===== src/common/rxsof_pkg.sv =====
package rxsof_pkg;
   // register indices (byte address is four times the index)
   localparam logic [7:0] IDX_SOF_HIGH = 8'h5a;
   localparam logic [7:0] IDX_SOF_LOW = 8'h5b;
   localparam logic [7:0] IDX_SOF_CTRL = 8'h5c;
   localparam logic [7:0] IDX_DEMOD = 8'h5d;
   localparam logic [7:0] IDX_CORR = 8'h5e;
   localparam logic [7:0] IDX_TRIM = 8'h5f;
   localparam logic [7:0] IDX_REV = 8'h7f;
   // writable bit masks, reserved bits stay zero
   localparam logic [7:0] MASK_FULL = 8'hff;
   localparam logic [7:0] MASK_DEMOD = 8'h3f;
   localparam logic [7:0] MASK_CORR = 8'hf8;
   // reset values
   localparam logic [7:0] RST_ZERO = 8'h00;
   // field positions
   localparam int SOF_LEN_LSB = 4;
   localparam int SOF_FALL_BIT = 3;
   localparam int SOF_HALF_BIT = 2;
   localparam int SOF_TYPE_LSB = 0;
   localparam int DM_AVG_BIT = 5;
   localparam int DM_SQ_BIT = 4;
   localparam int DM_PEAK_BIT = 3;
   localparam int DM_POL_BIT = 2;
   localparam int DM_FSK_BIT = 1;
   localparam int DM_BPSK_BIT = 0;
   localparam int CR_FREQ_LSB = 6;
   localparam int CR_SPEED_LSB = 4;
   localparam int CR_LEN_BIT = 3;
   localparam int REV_MAJOR_LSB = 4;
   // enumerations
   typedef enum logic [1:0] {
      RXSOF_SYNC_BURST, RXSOF_SYNC_PAIR, RXSOF_SYNC_BYTE, RXSOF_SYNC_RSVD
   } rxsof_sync_t;
   typedef enum logic [1:0] {
      RXSOF_SC_212, RXSOF_SC_424, RXSOF_SC_848
   } rxsof_subcarrier_t;
   typedef enum logic [1:0] {
      RXSOF_DEMOD_SUBC, RXSOF_DEMOD_FSK, RXSOF_DEMOD_BPSK
   } rxsof_scheme_t;
   localparam logic [6:0] WIN_SHORT = 7'h20;
   localparam logic [6:0] WIN_LONG = 7'h40;
   localparam logic [4:0] SOF_FULL_BITS = 5'h10;
endpackage


===== src/common/rxsof_cfg_if.sv =====
`timescale 1ns/100ps
interface rxsof_cfg_if;
   logic [7:0] sof_match_control;
   logic [7:0] demodulator_control;
   logic [7:0] correlator_control;
   logic [4:0] sof_bits;
   rxsof_pkg::rxsof_sync_t sync_kind;
   rxsof_pkg::rxsof_subcarrier_t subcarrier;
   rxsof_pkg::rxsof_scheme_t scheme;
   logic [6:0] window_len;
   modport regs (output sof_match_control, demodulator_control, correlator_control,
      input sof_bits, sync_kind, subcarrier, scheme, window_len);
   modport dec (input sof_match_control, demodulator_control, correlator_control,
      output sof_bits, sync_kind, subcarrier, scheme, window_len);
endinterface


===== src/rtl/rxsof_regs.sv =====
// Register access over APB was chosen for this implementation.
`timescale 1ns/100ps
////////////////////////////////////////////////////////////////////////////////
// Summary of operation
// - high register holds upper eight bits of the frame-start pattern.
// - low register holds lower eight bits of the frame-start pattern.
// - bits 7..4 give valid pattern length; software sets zero for type B.
// - bit 3 aligns grid to first falling correlation edge without a peak.
// - bit 2 makes the last frame-start bit half length.
// - type 0 treats all 16 pattern bits as raw burst; 3 reserved.
// - type 1 reads each nibble as data/collision pair; collision ignores data.
// - type 2 resynchronises on every byte start bit.
// - averaging filter combines four samples into one value.
// - squaring filter reshapes samples toward rectangular waveform.
// - grid at correlation maximum when set, minimum when clear.
// - polarity bit sets Manchester sense; zero means subcarrier first.
// - demodulator bit 1 selects frequency-shift keying.
// - demodulator bit 0 selects binary phase-shift keying when bit 1 is clear.
// - subcarrier 0 is 212 kHz, 1 is 424 kHz, 2 and 3 848 kHz.
// - clock count field picks correlation speed; value 3 reserved.
// - window bit selects 32 values when set, 64 when clear.
// - revision register is read-only, major high nibble, minor low nibble.
module rxsof_regs #(
   parameter logic [7:0] TRIM_BOOT = 8'h00,
   parameter logic [3:0] REV_MAJOR = 4'h1, // arbitrary value
   parameter logic [3:0] REV_MINOR = 4'h0  // arbitrary value
) (
   // clock and reset
   input wire logic CLK_SYS,
   input wire logic ARST_N,
   // apb slave
   input wire logic PSEL,
   input wire logic PENABLE,
   input wire logic PWRITE,
   input wire logic [31:0] PADDR,
   input wire logic [31:0] PWDATA,
   input wire logic [3:0] PSTRB,
   output logic [31:0] PRDATA,
   output logic PREADY,
   output logic PSLVERR,
   // frame-start configuration
   output logic [15:0] SOF_PATTERN,
   output logic [4:0] SOF_VALID_BITS,
   output logic FIRST_FALLING_EDGE_GRID,
   output logic FINAL_SOF_BIT_HALF,
   output logic [1:0] SOF_INTERPRET_TYPE,
   // demodulator configuration
   output logic SAMPLE_AVERAGE_FILTER,
   output logic SQUARING_FILTER,
   output logic GRID_AT_PEAK,
   output logic MANCHESTER_POLARITY,
   output logic [1:0] DEMOD_SCHEME,
   // correlator configuration and receiver trim
   output logic [1:0] SUBCARRIER_SELECT,
   output logic [1:0] CORRELATION_CLOCK_COUNT,
   output logic [6:0] CORRELATION_WINDOW,
   output logic [7:0] RECEIVER_TRIM
);
   ////////////////////////////////////////////////////////////////////////////
   logic [7:0] sof_pattern_high;
   logic [7:0] sof_pattern_low;
   logic [7:0] sof_match_control;
   logic [7:0] demodulator_control;
   logic [7:0] correlator_control;
   logic [7:0] receiver_trim;
   logic trim_loaded;
   logic [7:0] reg_index;
   logic addr_ok;
   logic mapped;
   logic wr_en;
   logic [7:0] wdata;
   logic [7:0] next_rdata;
   logic wr_sof_high;
   logic wr_sof_low;
   logic wr_sof_ctrl;
   logic wr_demod;
   logic wr_corr;
   logic wr_trim;
   rxsof_cfg_if cfg ();

   function automatic logic [7:0] merge(input logic [7:0] old, input logic [7:0] din,
      input logic [7:0] mask);
      merge = (old & ~mask) | (din & mask);
   endfunction

   function automatic logic reg_hit(input logic [7:0] index, input logic [7:0] target,
      input logic strobe);
      reg_hit = strobe && (index == target);
   endfunction

   ////////////////////////////////////////////////////////////////////////////
   // address decode, single-cycle access
   assign reg_index = PADDR[9:2];
   assign addr_ok = (PADDR[1:0] == 2'h0) && (PADDR[31:10] == 22'h0);
   always_comb begin
      case (reg_index)
         rxsof_pkg::IDX_SOF_HIGH, rxsof_pkg::IDX_SOF_LOW, rxsof_pkg::IDX_SOF_CTRL,
         rxsof_pkg::IDX_DEMOD, rxsof_pkg::IDX_CORR, rxsof_pkg::IDX_TRIM,
         rxsof_pkg::IDX_REV: mapped = addr_ok;
         default: mapped = 1'b0;
      endcase
   end
   assign PREADY = 1'b1;
   assign PSLVERR = PSEL && PENABLE && !mapped;
   assign wr_en = PSEL && PENABLE && PWRITE && mapped && PSTRB[0];
   assign wdata = PWDATA[7:0];
   // per-register write strobes
   assign wr_sof_high = reg_hit(reg_index, rxsof_pkg::IDX_SOF_HIGH, wr_en);
   assign wr_sof_low = reg_hit(reg_index, rxsof_pkg::IDX_SOF_LOW, wr_en);
   assign wr_sof_ctrl = reg_hit(reg_index, rxsof_pkg::IDX_SOF_CTRL, wr_en);
   assign wr_demod = reg_hit(reg_index, rxsof_pkg::IDX_DEMOD, wr_en);
   assign wr_corr = reg_hit(reg_index, rxsof_pkg::IDX_CORR, wr_en);
   assign wr_trim = reg_hit(reg_index, rxsof_pkg::IDX_TRIM, wr_en);

   ////////////////////////////////////////////////////////////////////////////
   // pattern high byte
   always_ff @(posedge CLK_SYS or negedge ARST_N) begin
      if (!ARST_N) begin
         sof_pattern_high <= rxsof_pkg::RST_ZERO;
      end else if (wr_sof_high) begin
         sof_pattern_high <= wdata;
      end
   end

   // pattern low byte
   always_ff @(posedge CLK_SYS or negedge ARST_N) begin
      if (!ARST_N) begin
         sof_pattern_low <= rxsof_pkg::RST_ZERO;
      end else if (wr_sof_low) begin
         sof_pattern_low <= wdata;
      end
   end

   // frame-start control
   always_ff @(posedge CLK_SYS or negedge ARST_N) begin
      if (!ARST_N) begin
         sof_match_control <= rxsof_pkg::RST_ZERO;
      end else if (wr_sof_ctrl) begin
         sof_match_control <= wdata;
      end
   end

   // demodulator control, reserved bits kept zero
   always_ff @(posedge CLK_SYS or negedge ARST_N) begin
      if (!ARST_N) begin
         demodulator_control <= rxsof_pkg::RST_ZERO;
      end else if (wr_demod) begin
         demodulator_control <= merge(demodulator_control, wdata,
            rxsof_pkg::MASK_DEMOD);
      end
   end

   // correlator control, reserved bits kept zero
   always_ff @(posedge CLK_SYS or negedge ARST_N) begin
      if (!ARST_N) begin
         correlator_control <= rxsof_pkg::RST_ZERO;
      end else if (wr_corr) begin
         correlator_control <= merge(correlator_control, wdata,
            rxsof_pkg::MASK_CORR);
      end
   end

   // trim: boot value loaded once after reset release, then writable
   always_ff @(posedge CLK_SYS or negedge ARST_N) begin
      if (!ARST_N) begin
         receiver_trim <= rxsof_pkg::RST_ZERO;
      end else if (!trim_loaded) begin
         receiver_trim <= TRIM_BOOT;
      end else if (wr_trim) begin
         receiver_trim <= wdata;
      end
   end

   // trim boot marker
   always_ff @(posedge CLK_SYS or negedge ARST_N) begin
      if (!ARST_N) begin
         trim_loaded <= 1'b0;
      end else begin
         trim_loaded <= 1'b1;
      end
   end

   ////////////////////////////////////////////////////////////////////////////
   // read data
   always_comb begin
      case (reg_index)
         rxsof_pkg::IDX_SOF_HIGH: next_rdata = sof_pattern_high;
         rxsof_pkg::IDX_SOF_LOW: next_rdata = sof_pattern_low;
         rxsof_pkg::IDX_SOF_CTRL: next_rdata = sof_match_control;
         rxsof_pkg::IDX_DEMOD: next_rdata = demodulator_control;
         rxsof_pkg::IDX_CORR: next_rdata = correlator_control;
         rxsof_pkg::IDX_TRIM: next_rdata = receiver_trim;
         rxsof_pkg::IDX_REV: next_rdata = {REV_MAJOR, REV_MINOR};
         default: next_rdata = rxsof_pkg::RST_ZERO;
      endcase
      if (!mapped) begin
         next_rdata = rxsof_pkg::RST_ZERO;
      end
   end
   always_ff @(posedge CLK_SYS or negedge ARST_N) begin
      if (!ARST_N) begin
         PRDATA <= 32'h0;
      end else if (PSEL && !PENABLE && !PWRITE) begin
         PRDATA <= {24'h0, next_rdata};
      end
   end

   ////////////////////////////////////////////////////////////////////////////
   // field decode
   assign cfg.sof_match_control = sof_match_control;
   assign cfg.demodulator_control = demodulator_control;
   assign cfg.correlator_control = correlator_control;
   rxsof_decode u_decode (
      .cfg(cfg)
   );

   ////////////////////////////////////////////////////////////////////////////
   // configuration outputs
   // pattern word
   always_ff @(posedge CLK_SYS or negedge ARST_N) begin
      if (!ARST_N) begin
         SOF_PATTERN <= 16'h0;
      end else begin
         SOF_PATTERN <= {sof_pattern_high, sof_pattern_low};
      end
   end

   // valid pattern length
   always_ff @(posedge CLK_SYS or negedge ARST_N) begin
      if (!ARST_N) begin
         SOF_VALID_BITS <= 5'h0;
      end else begin
         SOF_VALID_BITS <= cfg.sof_bits;
      end
   end

   // grid on first falling edge
   always_ff @(posedge CLK_SYS or negedge ARST_N) begin
      if (!ARST_N) begin
         FIRST_FALLING_EDGE_GRID <= 1'b0;
      end else begin
         FIRST_FALLING_EDGE_GRID <= sof_match_control[rxsof_pkg::SOF_FALL_BIT];
      end
   end

   // half-length final bit
   always_ff @(posedge CLK_SYS or negedge ARST_N) begin
      if (!ARST_N) begin
         FINAL_SOF_BIT_HALF <= 1'b0;
      end else begin
         FINAL_SOF_BIT_HALF <= sof_match_control[rxsof_pkg::SOF_HALF_BIT];
      end
   end

   // pattern interpretation
   always_ff @(posedge CLK_SYS or negedge ARST_N) begin
      if (!ARST_N) begin
         SOF_INTERPRET_TYPE <= 2'h0;
      end else begin
         SOF_INTERPRET_TYPE <= cfg.sync_kind;
      end
   end

   // averaging filter
   always_ff @(posedge CLK_SYS or negedge ARST_N) begin
      if (!ARST_N) begin
         SAMPLE_AVERAGE_FILTER <= 1'b0;
      end else begin
         SAMPLE_AVERAGE_FILTER <= demodulator_control[rxsof_pkg::DM_AVG_BIT];
      end
   end

   // squaring filter
   always_ff @(posedge CLK_SYS or negedge ARST_N) begin
      if (!ARST_N) begin
         SQUARING_FILTER <= 1'b0;
      end else begin
         SQUARING_FILTER <= demodulator_control[rxsof_pkg::DM_SQ_BIT];
      end
   end

   // grid position
   always_ff @(posedge CLK_SYS or negedge ARST_N) begin
      if (!ARST_N) begin
         GRID_AT_PEAK <= 1'b0;
      end else begin
         GRID_AT_PEAK <= demodulator_control[rxsof_pkg::DM_PEAK_BIT];
      end
   end

   // manchester sense
   always_ff @(posedge CLK_SYS or negedge ARST_N) begin
      if (!ARST_N) begin
         MANCHESTER_POLARITY <= 1'b0;
      end else begin
         MANCHESTER_POLARITY <= demodulator_control[rxsof_pkg::DM_POL_BIT];
      end
   end

   // demodulation scheme
   always_ff @(posedge CLK_SYS or negedge ARST_N) begin
      if (!ARST_N) begin
         DEMOD_SCHEME <= 2'h0;
      end else begin
         DEMOD_SCHEME <= cfg.scheme;
      end
   end

   // subcarrier choice
   always_ff @(posedge CLK_SYS or negedge ARST_N) begin
      if (!ARST_N) begin
         SUBCARRIER_SELECT <= 2'h0;
      end else begin
         SUBCARRIER_SELECT <= cfg.subcarrier;
      end
   end

   // correlation speed
   always_ff @(posedge CLK_SYS or negedge ARST_N) begin
      if (!ARST_N) begin
         CORRELATION_CLOCK_COUNT <= 2'h0;
      end else begin
         CORRELATION_CLOCK_COUNT <= correlator_control[rxsof_pkg::CR_SPEED_LSB +: 2];
      end
   end

   // correlation window
   always_ff @(posedge CLK_SYS or negedge ARST_N) begin
      if (!ARST_N) begin
         CORRELATION_WINDOW <= rxsof_pkg::WIN_LONG;
      end else begin
         CORRELATION_WINDOW <= cfg.window_len;
      end
   end

   // trim copy
   always_ff @(posedge CLK_SYS or negedge ARST_N) begin
      if (!ARST_N) begin
         RECEIVER_TRIM <= rxsof_pkg::RST_ZERO;
      end else begin
         RECEIVER_TRIM <= receiver_trim;
      end
   end
endmodule


===== src/rtl/rxsof_decode.sv =====
`timescale 1ns/100ps
module rxsof_decode (
   rxsof_cfg_if.dec cfg
);
   logic [1:0] sync_field;
   logic [1:0] freq_field;
   assign sync_field = cfg.sof_match_control[rxsof_pkg::SOF_TYPE_LSB +: 2];
   assign freq_field = cfg.correlator_control[rxsof_pkg::CR_FREQ_LSB +: 2];
   // zero length means the whole pattern is used
   assign cfg.sof_bits = (cfg.sof_match_control[rxsof_pkg::SOF_LEN_LSB +: 4] == 4'h0) ?
      rxsof_pkg::SOF_FULL_BITS : {1'b0, cfg.sof_match_control[rxsof_pkg::SOF_LEN_LSB +: 4]};
   assign cfg.sync_kind = rxsof_pkg::rxsof_sync_t'(sync_field);
   always_comb begin
      case (freq_field)
         2'h0: cfg.subcarrier = rxsof_pkg::RXSOF_SC_212;
         2'h1: cfg.subcarrier = rxsof_pkg::RXSOF_SC_424;
         default: cfg.subcarrier = rxsof_pkg::RXSOF_SC_848;
      endcase
   end
   always_comb begin
      if (cfg.demodulator_control[rxsof_pkg::DM_FSK_BIT]) begin
         cfg.scheme = rxsof_pkg::RXSOF_DEMOD_FSK;
      end else if (cfg.demodulator_control[rxsof_pkg::DM_BPSK_BIT]) begin
         cfg.scheme = rxsof_pkg::RXSOF_DEMOD_BPSK;
      end else begin
         cfg.scheme = rxsof_pkg::RXSOF_DEMOD_SUBC;
      end
   end
   assign cfg.window_len = cfg.correlator_control[rxsof_pkg::CR_LEN_BIT] ?
      rxsof_pkg::WIN_SHORT : rxsof_pkg::WIN_LONG;
endmodule


===== config.mk =====
export PLATFORM = sky130hd
export DESIGN_NAME = rxsof_regs
export DESIGN_NICKNAME = d
export VERILOG_FILES = /design/src/common/rxsof_pkg.sv /design/src/common/rxsof_cfg_if.sv /design/src/rtl/rxsof_regs.sv /design/src/rtl/rxsof_decode.sv
export SDC_FILE = /design/constraint.sdc
export NUM_CORES = 1
export LEC_CHECK = 0
export BUFFER_PORTS_ARGS = -buffer_cell sky130_fd_sc_hd__buf_2
export CAP_MARGIN = 10
export CORE_MARGIN = 4
export CORE_UTILIZATION = 44
export CTS_CLUSTER_DIAMETER = 30
export DETAILED_ROUTE_END_ITERATION = 16
export PLACE_DENSITY = 0.72
export REMOVE_ABC_BUFFERS = 1
export SETUP_SLACK_MARGIN = 0.3
export SYNTH_ARGS = -nofsm -noshare
export SYNTH_HDL_FRONTEND = slang
export SYNTH_HIERARCHICAL = 1
export SYNTH_SLANG_ARGS = --single-unit

===== constraint.sdc =====
create_clock -name CLK_SYS -period 2 [get_ports CLK_SYS]
set_input_delay 0.4 -clock CLK_SYS [delete_from_list [all_inputs] [get_ports CLK_SYS]]
set_output_delay 0.4 -clock CLK_SYS [all_outputs]
set_load 0.005 [all_outputs]

* Word-level counts from Yosys, hierarchy flattened
Cells that the tools add are included.
Widths: inputs -> output; s select.
** Storage, ports and cells
- Register bits :: 107
- Input bits :: 73
** Cells by class
- Equal/unequal tests :: 9
- Muxes and demuxes :: 10
- Bitwise gates (word level) :: 2
- Reduce and logical (&&, ||, !) cells :: 22
** Operators with widths (number)
- $eq 8x7->1 const B :: 7
- $pmux 8 s7 :: 1
- $mux 8 :: 3
- $logic_not 22->1 :: 1
- $logic_and 1x1->1 :: 14
- $or 3x8->8 :: 1
- $or 8x6->8 :: 1
- $mux 7 :: 1
- $reduce_or 7->1 :: 1
- $mux 5 :: 1
- $logic_not 2->1 :: 2
- $logic_not 4->1 :: 1
- $mux 2 :: 2
- $pmux 2 s2 :: 1
- $logic_not 1->1 :: 3
- $eq 2x1->1 const B :: 1
- $ne 2x1->1 const B :: 1
- $mux 1 :: 1

* Longest topological paths before layout
- Word-level depth :: 8
- Mapped depth :: 8

* By module
Netlist, hierarchy kept.
** By module, submodules not included
- rxsof_regs :: instances 1, cells each 281, area each 3996.3 µm², sequential area each 2553.7 µm²
- rxsof_decode :: instances 1, cells each 19, area each 118.9 µm², sequential area each 0.0 µm²

* Least setup slack after synthesis
Ideal clock, no wire load.
- Path kind :: input port to flip-flop
- From :: input port PADDR[20]
- To :: register sof_match_control[0] (netlist: cfg.sof_match_control[0])
- Setup time :: 0.125 ns
- Arrival time :: 2.377 ns
- Required time :: 1.875 ns
- Setup slack :: -0.502 ns
- Stages :: 6
- Buffers on the path :: 1
- Cells stage by stage :: nor4_1 nand4_1 or4b_1 buf_4 nor4b_4 mux2_2
** Between the ends
- Cells in the longest elaborated chain, start to end :: 6
** RTL lines
- start, declared :: line rxsof_regs.sv:35 : input wire logic [31:0] PADDR,
- $logic_not 22->1 :: line rxsof_regs.sv:94 : assign addr_ok = (PADDR[1:0] == 2'h0) && (PADDR[31:10] == 22'h0);
- $logic_and 1x1->1 :: line rxsof_regs.sv:94
- $mux 1 :: line rxsof_regs.sv:96 : case (reg_index)
- $logic_and 1x1->1 (2 in series) :: line rxsof_regs.sv:105 : assign wr_en = PSEL && PENABLE && PWRITE && mapped && PSTRB[0];
- $logic_and 1x1->1 :: line rxsof_regs.sv:88 : reg_hit = strobe && (index == target);
- end signal, assigned :: line rxsof_regs.sv:137 : sof_match_control <= rxsof_pkg::RST_ZERO;
- end signal, assigned :: line rxsof_regs.sv:139 : sof_match_control <= wdata;
- end, declared :: line rxsof_regs.sv:62 : logic [7:0] sof_match_control;
No other way between the ends.
A chain may end at the register's enable or synchronous reset.

* Final worst setup path
- From :: input port PADDR[28]
- To :: output port PSLVERR
** Between the ends
- Cells in the longest elaborated chain, start to end :: 5
** RTL lines
- $logic_not 22->1 :: line rxsof_regs.sv:94
- $logic_and 1x1->1 :: line rxsof_regs.sv:94
- $mux 1 :: line rxsof_regs.sv:96
- $logic_not 1->1
- $logic_and 1x1->1 :: line rxsof_regs.sv:104 : assign PSLVERR = PSEL && PENABLE && !mapped;
- end, declared :: line rxsof_regs.sv:40 : output logic PSLVERR,
No other way between the ends.

==> flow_summary_export.csv <==
group,metric,value,unit
clock_network,cts_sinks,102,
route,vias,2756,
power,pwr_density_cell,696.8,nW/um^2
critical_path,r2r_slack,0.52,ns
route,wl,9638,um
synthesis,synth_cells,300,
synthesis,async_flop_share,1.000,
worst_hold_path,hold_path.class,"input pin to flop",
synthesis,yosys.cell_count.top_type,"dfrtp_1",
synthesis,synth_area,4115,um^2
global_routing,grt_pass1_wl,15220,um
power,power.total,3.669,mW
route,firstDrtPassIters,4,
global_routing,grt-ovfl-total,0,
floorplan,dieArea,10960,um^2
critical_path,cp.arrival,1.88,ns
sta,hold_viol_final,0,
sta,finClkSkew,0.01078,ns
clock_network,worst_skew_pair.late_latency,0.37,ns
global_routing,grt_start_max_net_pins,56,
synthesis,yosys_warnings,6,
sta,rsz0062_at_grt,"true",
sta,drv_slew,0,
route,drtAntennaViolNets,0,
critical_path,crit_start,"PADDR[28]",
critical_path,crit_path_cell_trace,"buf_6 -> nor4_4 -> nand4_1 -> or4b_4 -> buf_6 -> and3_4 -> buf_6",
synthesis,yosys-top-cells-area,"dfrtp_1, mux2_2, buf_4, mux2i_1, nor2b_1",
synthesis,synth_common_cells,"dfrtp_1, mux2_2, buf_4, nand2_1",
clock_network,root_buffer,"clkbuf_8",
critical_path,cpLargestDelayFamily,"simple AND/OR/NAND/NOR gates",
power,ir_worst_vdd,0.3643,mV
power,p_leak,2.763,nW
critical_path,startpoint_type,"input pin",
job,maxCapViolCount,0,
layout,insertedDiodeCount,0,
synthesis,synthFlopType,"dfrtp_1",
clock_network,htreeDepth,3,
synthesis,synth_edf_count,0,
sta,timing.fmax,439.5,MHz
critical_path,crit_top_cell,"buf_6",
layout,fin_util,0.5753,
placed_design,gp_congestion,0.8807,
synthesis,synth-seq-cells,102,
sta,min_period_over_period,1.138,
global_routing,antenna_found_initial,0,
layout,syn_to_final_growth,27.94,%
synthesis,synth_top_area_share,0.6142,
synthesis,synth_area_leader_cell,"dfrtp_1",
global_routing,grt.total_usage,0.1776,
critical_path,path_depth,7,
critical_path,max_stage_delay,0.56,ns
synthesis,yosysUniqueCellTypes,44,
floorplan,rows,35,
route,routed_via_density,5.038,
critical_path,worstReg2RegEnd,"PRDATA[4]$_DFFE_PN0P_",
clock_network,cts_buffers,9,
floorplan,ios,157,
sta,worst_slack,-0.2755,ns
synthesis,syn_area_per_cell,13.72,um^2
worst_hold_path,hp-start,"PWDATA[2]",
synthesis,yosysSeqAreaShare,0.6206,
status,status,"finished with violations",
critical_path,end_kind,"output port",
floorplan,initial_utilization,0.4496,
layout,final_layout_size_suffix_gt1_frac,0.5069,
placed_design,place_hpwl,6853,um
critical_path,critPathSlowestCell,"or4b_4",
sta,period_needed,2.276,ns
clock_network,clkTransAtPathRegs,0.09,ns
clock_network,cts_max_path_buffers,2,
layout,nets,504,
critical_path,reg2reg_depth,5,
sta,setup_viol,36,
route,routedWlPerCell,17.62,um
clock_network,cts_tree,"yes",
floorplan,core_area,9153,um^2
status,violations,"setup timing",
placed_design,numPortBuffers,104,
critical_path,path_buf_inv,3,
critical_path,cp-endpoint,"PSLVERR",
global_routing,grt_pass1_vias,2883,
critical_path,criticalPathCategory,"input pin to output port",
critical_path,rr_startpoint,"cfg.sof_match_control[4]$_DFFE_PN0P_",
floorplan,chipHeight,104.7,um
floorplan,die_w,104.7,um
critical_path,cp_max_fo,2,
critical_path,critPathRequiredTime,1.60,ns
route,drtIter0Drc,97,
route,drc,0,
[what timing repair did]
| action | CTS | global route |
|---|---|---|
| cloned | 0 | 0 |
| endpoints found under the setup margin | 44 | 52 |
| hold endpoints to repair | 18 | 0 |
| hold buffers | 1 | 0 |
| buffers inserted | 3 | 2 |
| pin swaps | 12 | 6 |
| resized for setup | 21 | 15 |
[routing by layer]
layer  share of wire  global-route usage  wire length, um  vias to the layer above
li1                -                   -                -                     1251
met1            0.42              0.2257             4086                     1386
met2            0.49              0.2920             4768                      103
met3           0.060             0.03953              578                       16
met4           0.021             0.07873              205                        0
met5               0                   0                0                        -
[cells in the final DEF, fill, tap and decap left out, types with 2 or more instances in the layout]
cell	n
a21oi_1	3
a22oi_1	3
buf_2	96
buf_4	33
buf_6	11
clkbuf_8	11
conb_1	31
dfrtp_1	101
inv_6	3
mux2_2	38
mux2i_1	13
mux4_2	3
nand2_1	14
nand3_1	6
nand4_1	4
nor2_1	4
nor2b_1	13
nor4_1	2
nor4_2	2
nor4_4	5
o21ai_2	3
o22a_1	3
o31ai_2	2
o31ai_4	2
or3_4	2
[layout make-up]
cell class / count / area [um^2]
tap: 111 / 138.9
multi-input combinational: 175 / 1471
sequential: 102 / 2554
clock buffer: 11 / 151.4
inverter: 1 / 3.754
fill: 759 / 3887
clock inverter: 5 / 63.81
timing repair buffer: 142 / 882.1
[state kept, by name (all words and copies together), names as in the netlist, 6 cells and up]
| register | count |
|---|---|
| receiver_trim | 8 |
| SOF_PATTERN | 16 |
| cfg.demodulator_control | 6 |
| sof_pattern_high | 8 |
| sof_pattern_low | 8 |
| PRDATA | 8 |
| cfg.sof_match_control | 8 |
| CORRELATION_WINDOW | 7 |
| RECEIVER_TRIM | 8 |
[worst min-delay path by stage]
stage / end / depth (start not counted)
final: cfg.sof_match_control[2]$_DFFE_PN0P_ / 2
after global routing: cfg.sof_match_control[2]$_DFFE_PN0P_ / 2
after CTS: cfg.sof_match_control[2]$_DFFE_PN0P_ / 2
after detailed placement: CORRELATION_WINDOW[3]$_DFF_PN0_ / 1
after global placement: CORRELATION_WINDOW[3]$_DFF_PN0_ / 1
after floorplan: CORRELATION_CLOCK_COUNT[0]$_DFF_PN0_ / 0
[stage by stage]
| step | instances | hold slack (ns) | TNS (ns) | setup WS (ns) | instance area (um^2) |
|---|---|---|---|---|---|
| 2_1_floorplan | 278 | 0.1044 | -18.02 | -0.5524 | 3899 |
| 3_3_place_gp | 525 | 0.2917 | -26.96 | -0.7027 | 4813 |
| 3_5_place_dp | 525 | 0.2943 | -30.01 | -0.7806 | 4813 |
| 4_1_cts | 545 | 0.3236 | -8.231 | -0.2796 | 5164 |
| 5_1_grt | 547 | 0.3323 | -9.286 | -0.3205 | 5265 |
| 6_report | 547 | 0.3349 | -7.603 | -0.2755 | 5265 |
[power breakdown]
part	switching (mW)	total, mW	internal [mW]
clock network	0.719	1.38	0.661
registers	0.00397	2.07	2.07
logic	0.131	0.219	0.0876
total	0.854	3.67	2.81
[logic make-up (layout without fill, tap and decap cells)]
family	Yosys count	in the layout	synth area share
compound gates	25	25	0.04409
simple gates	65	65	0.1016
other cells	3	31	0.002736
flops	102	102	0.6206
buf+inv	51	159	0.07905
mux	54	54	0.1520
No activity file was read; power rests on OpenSTA's default activity.
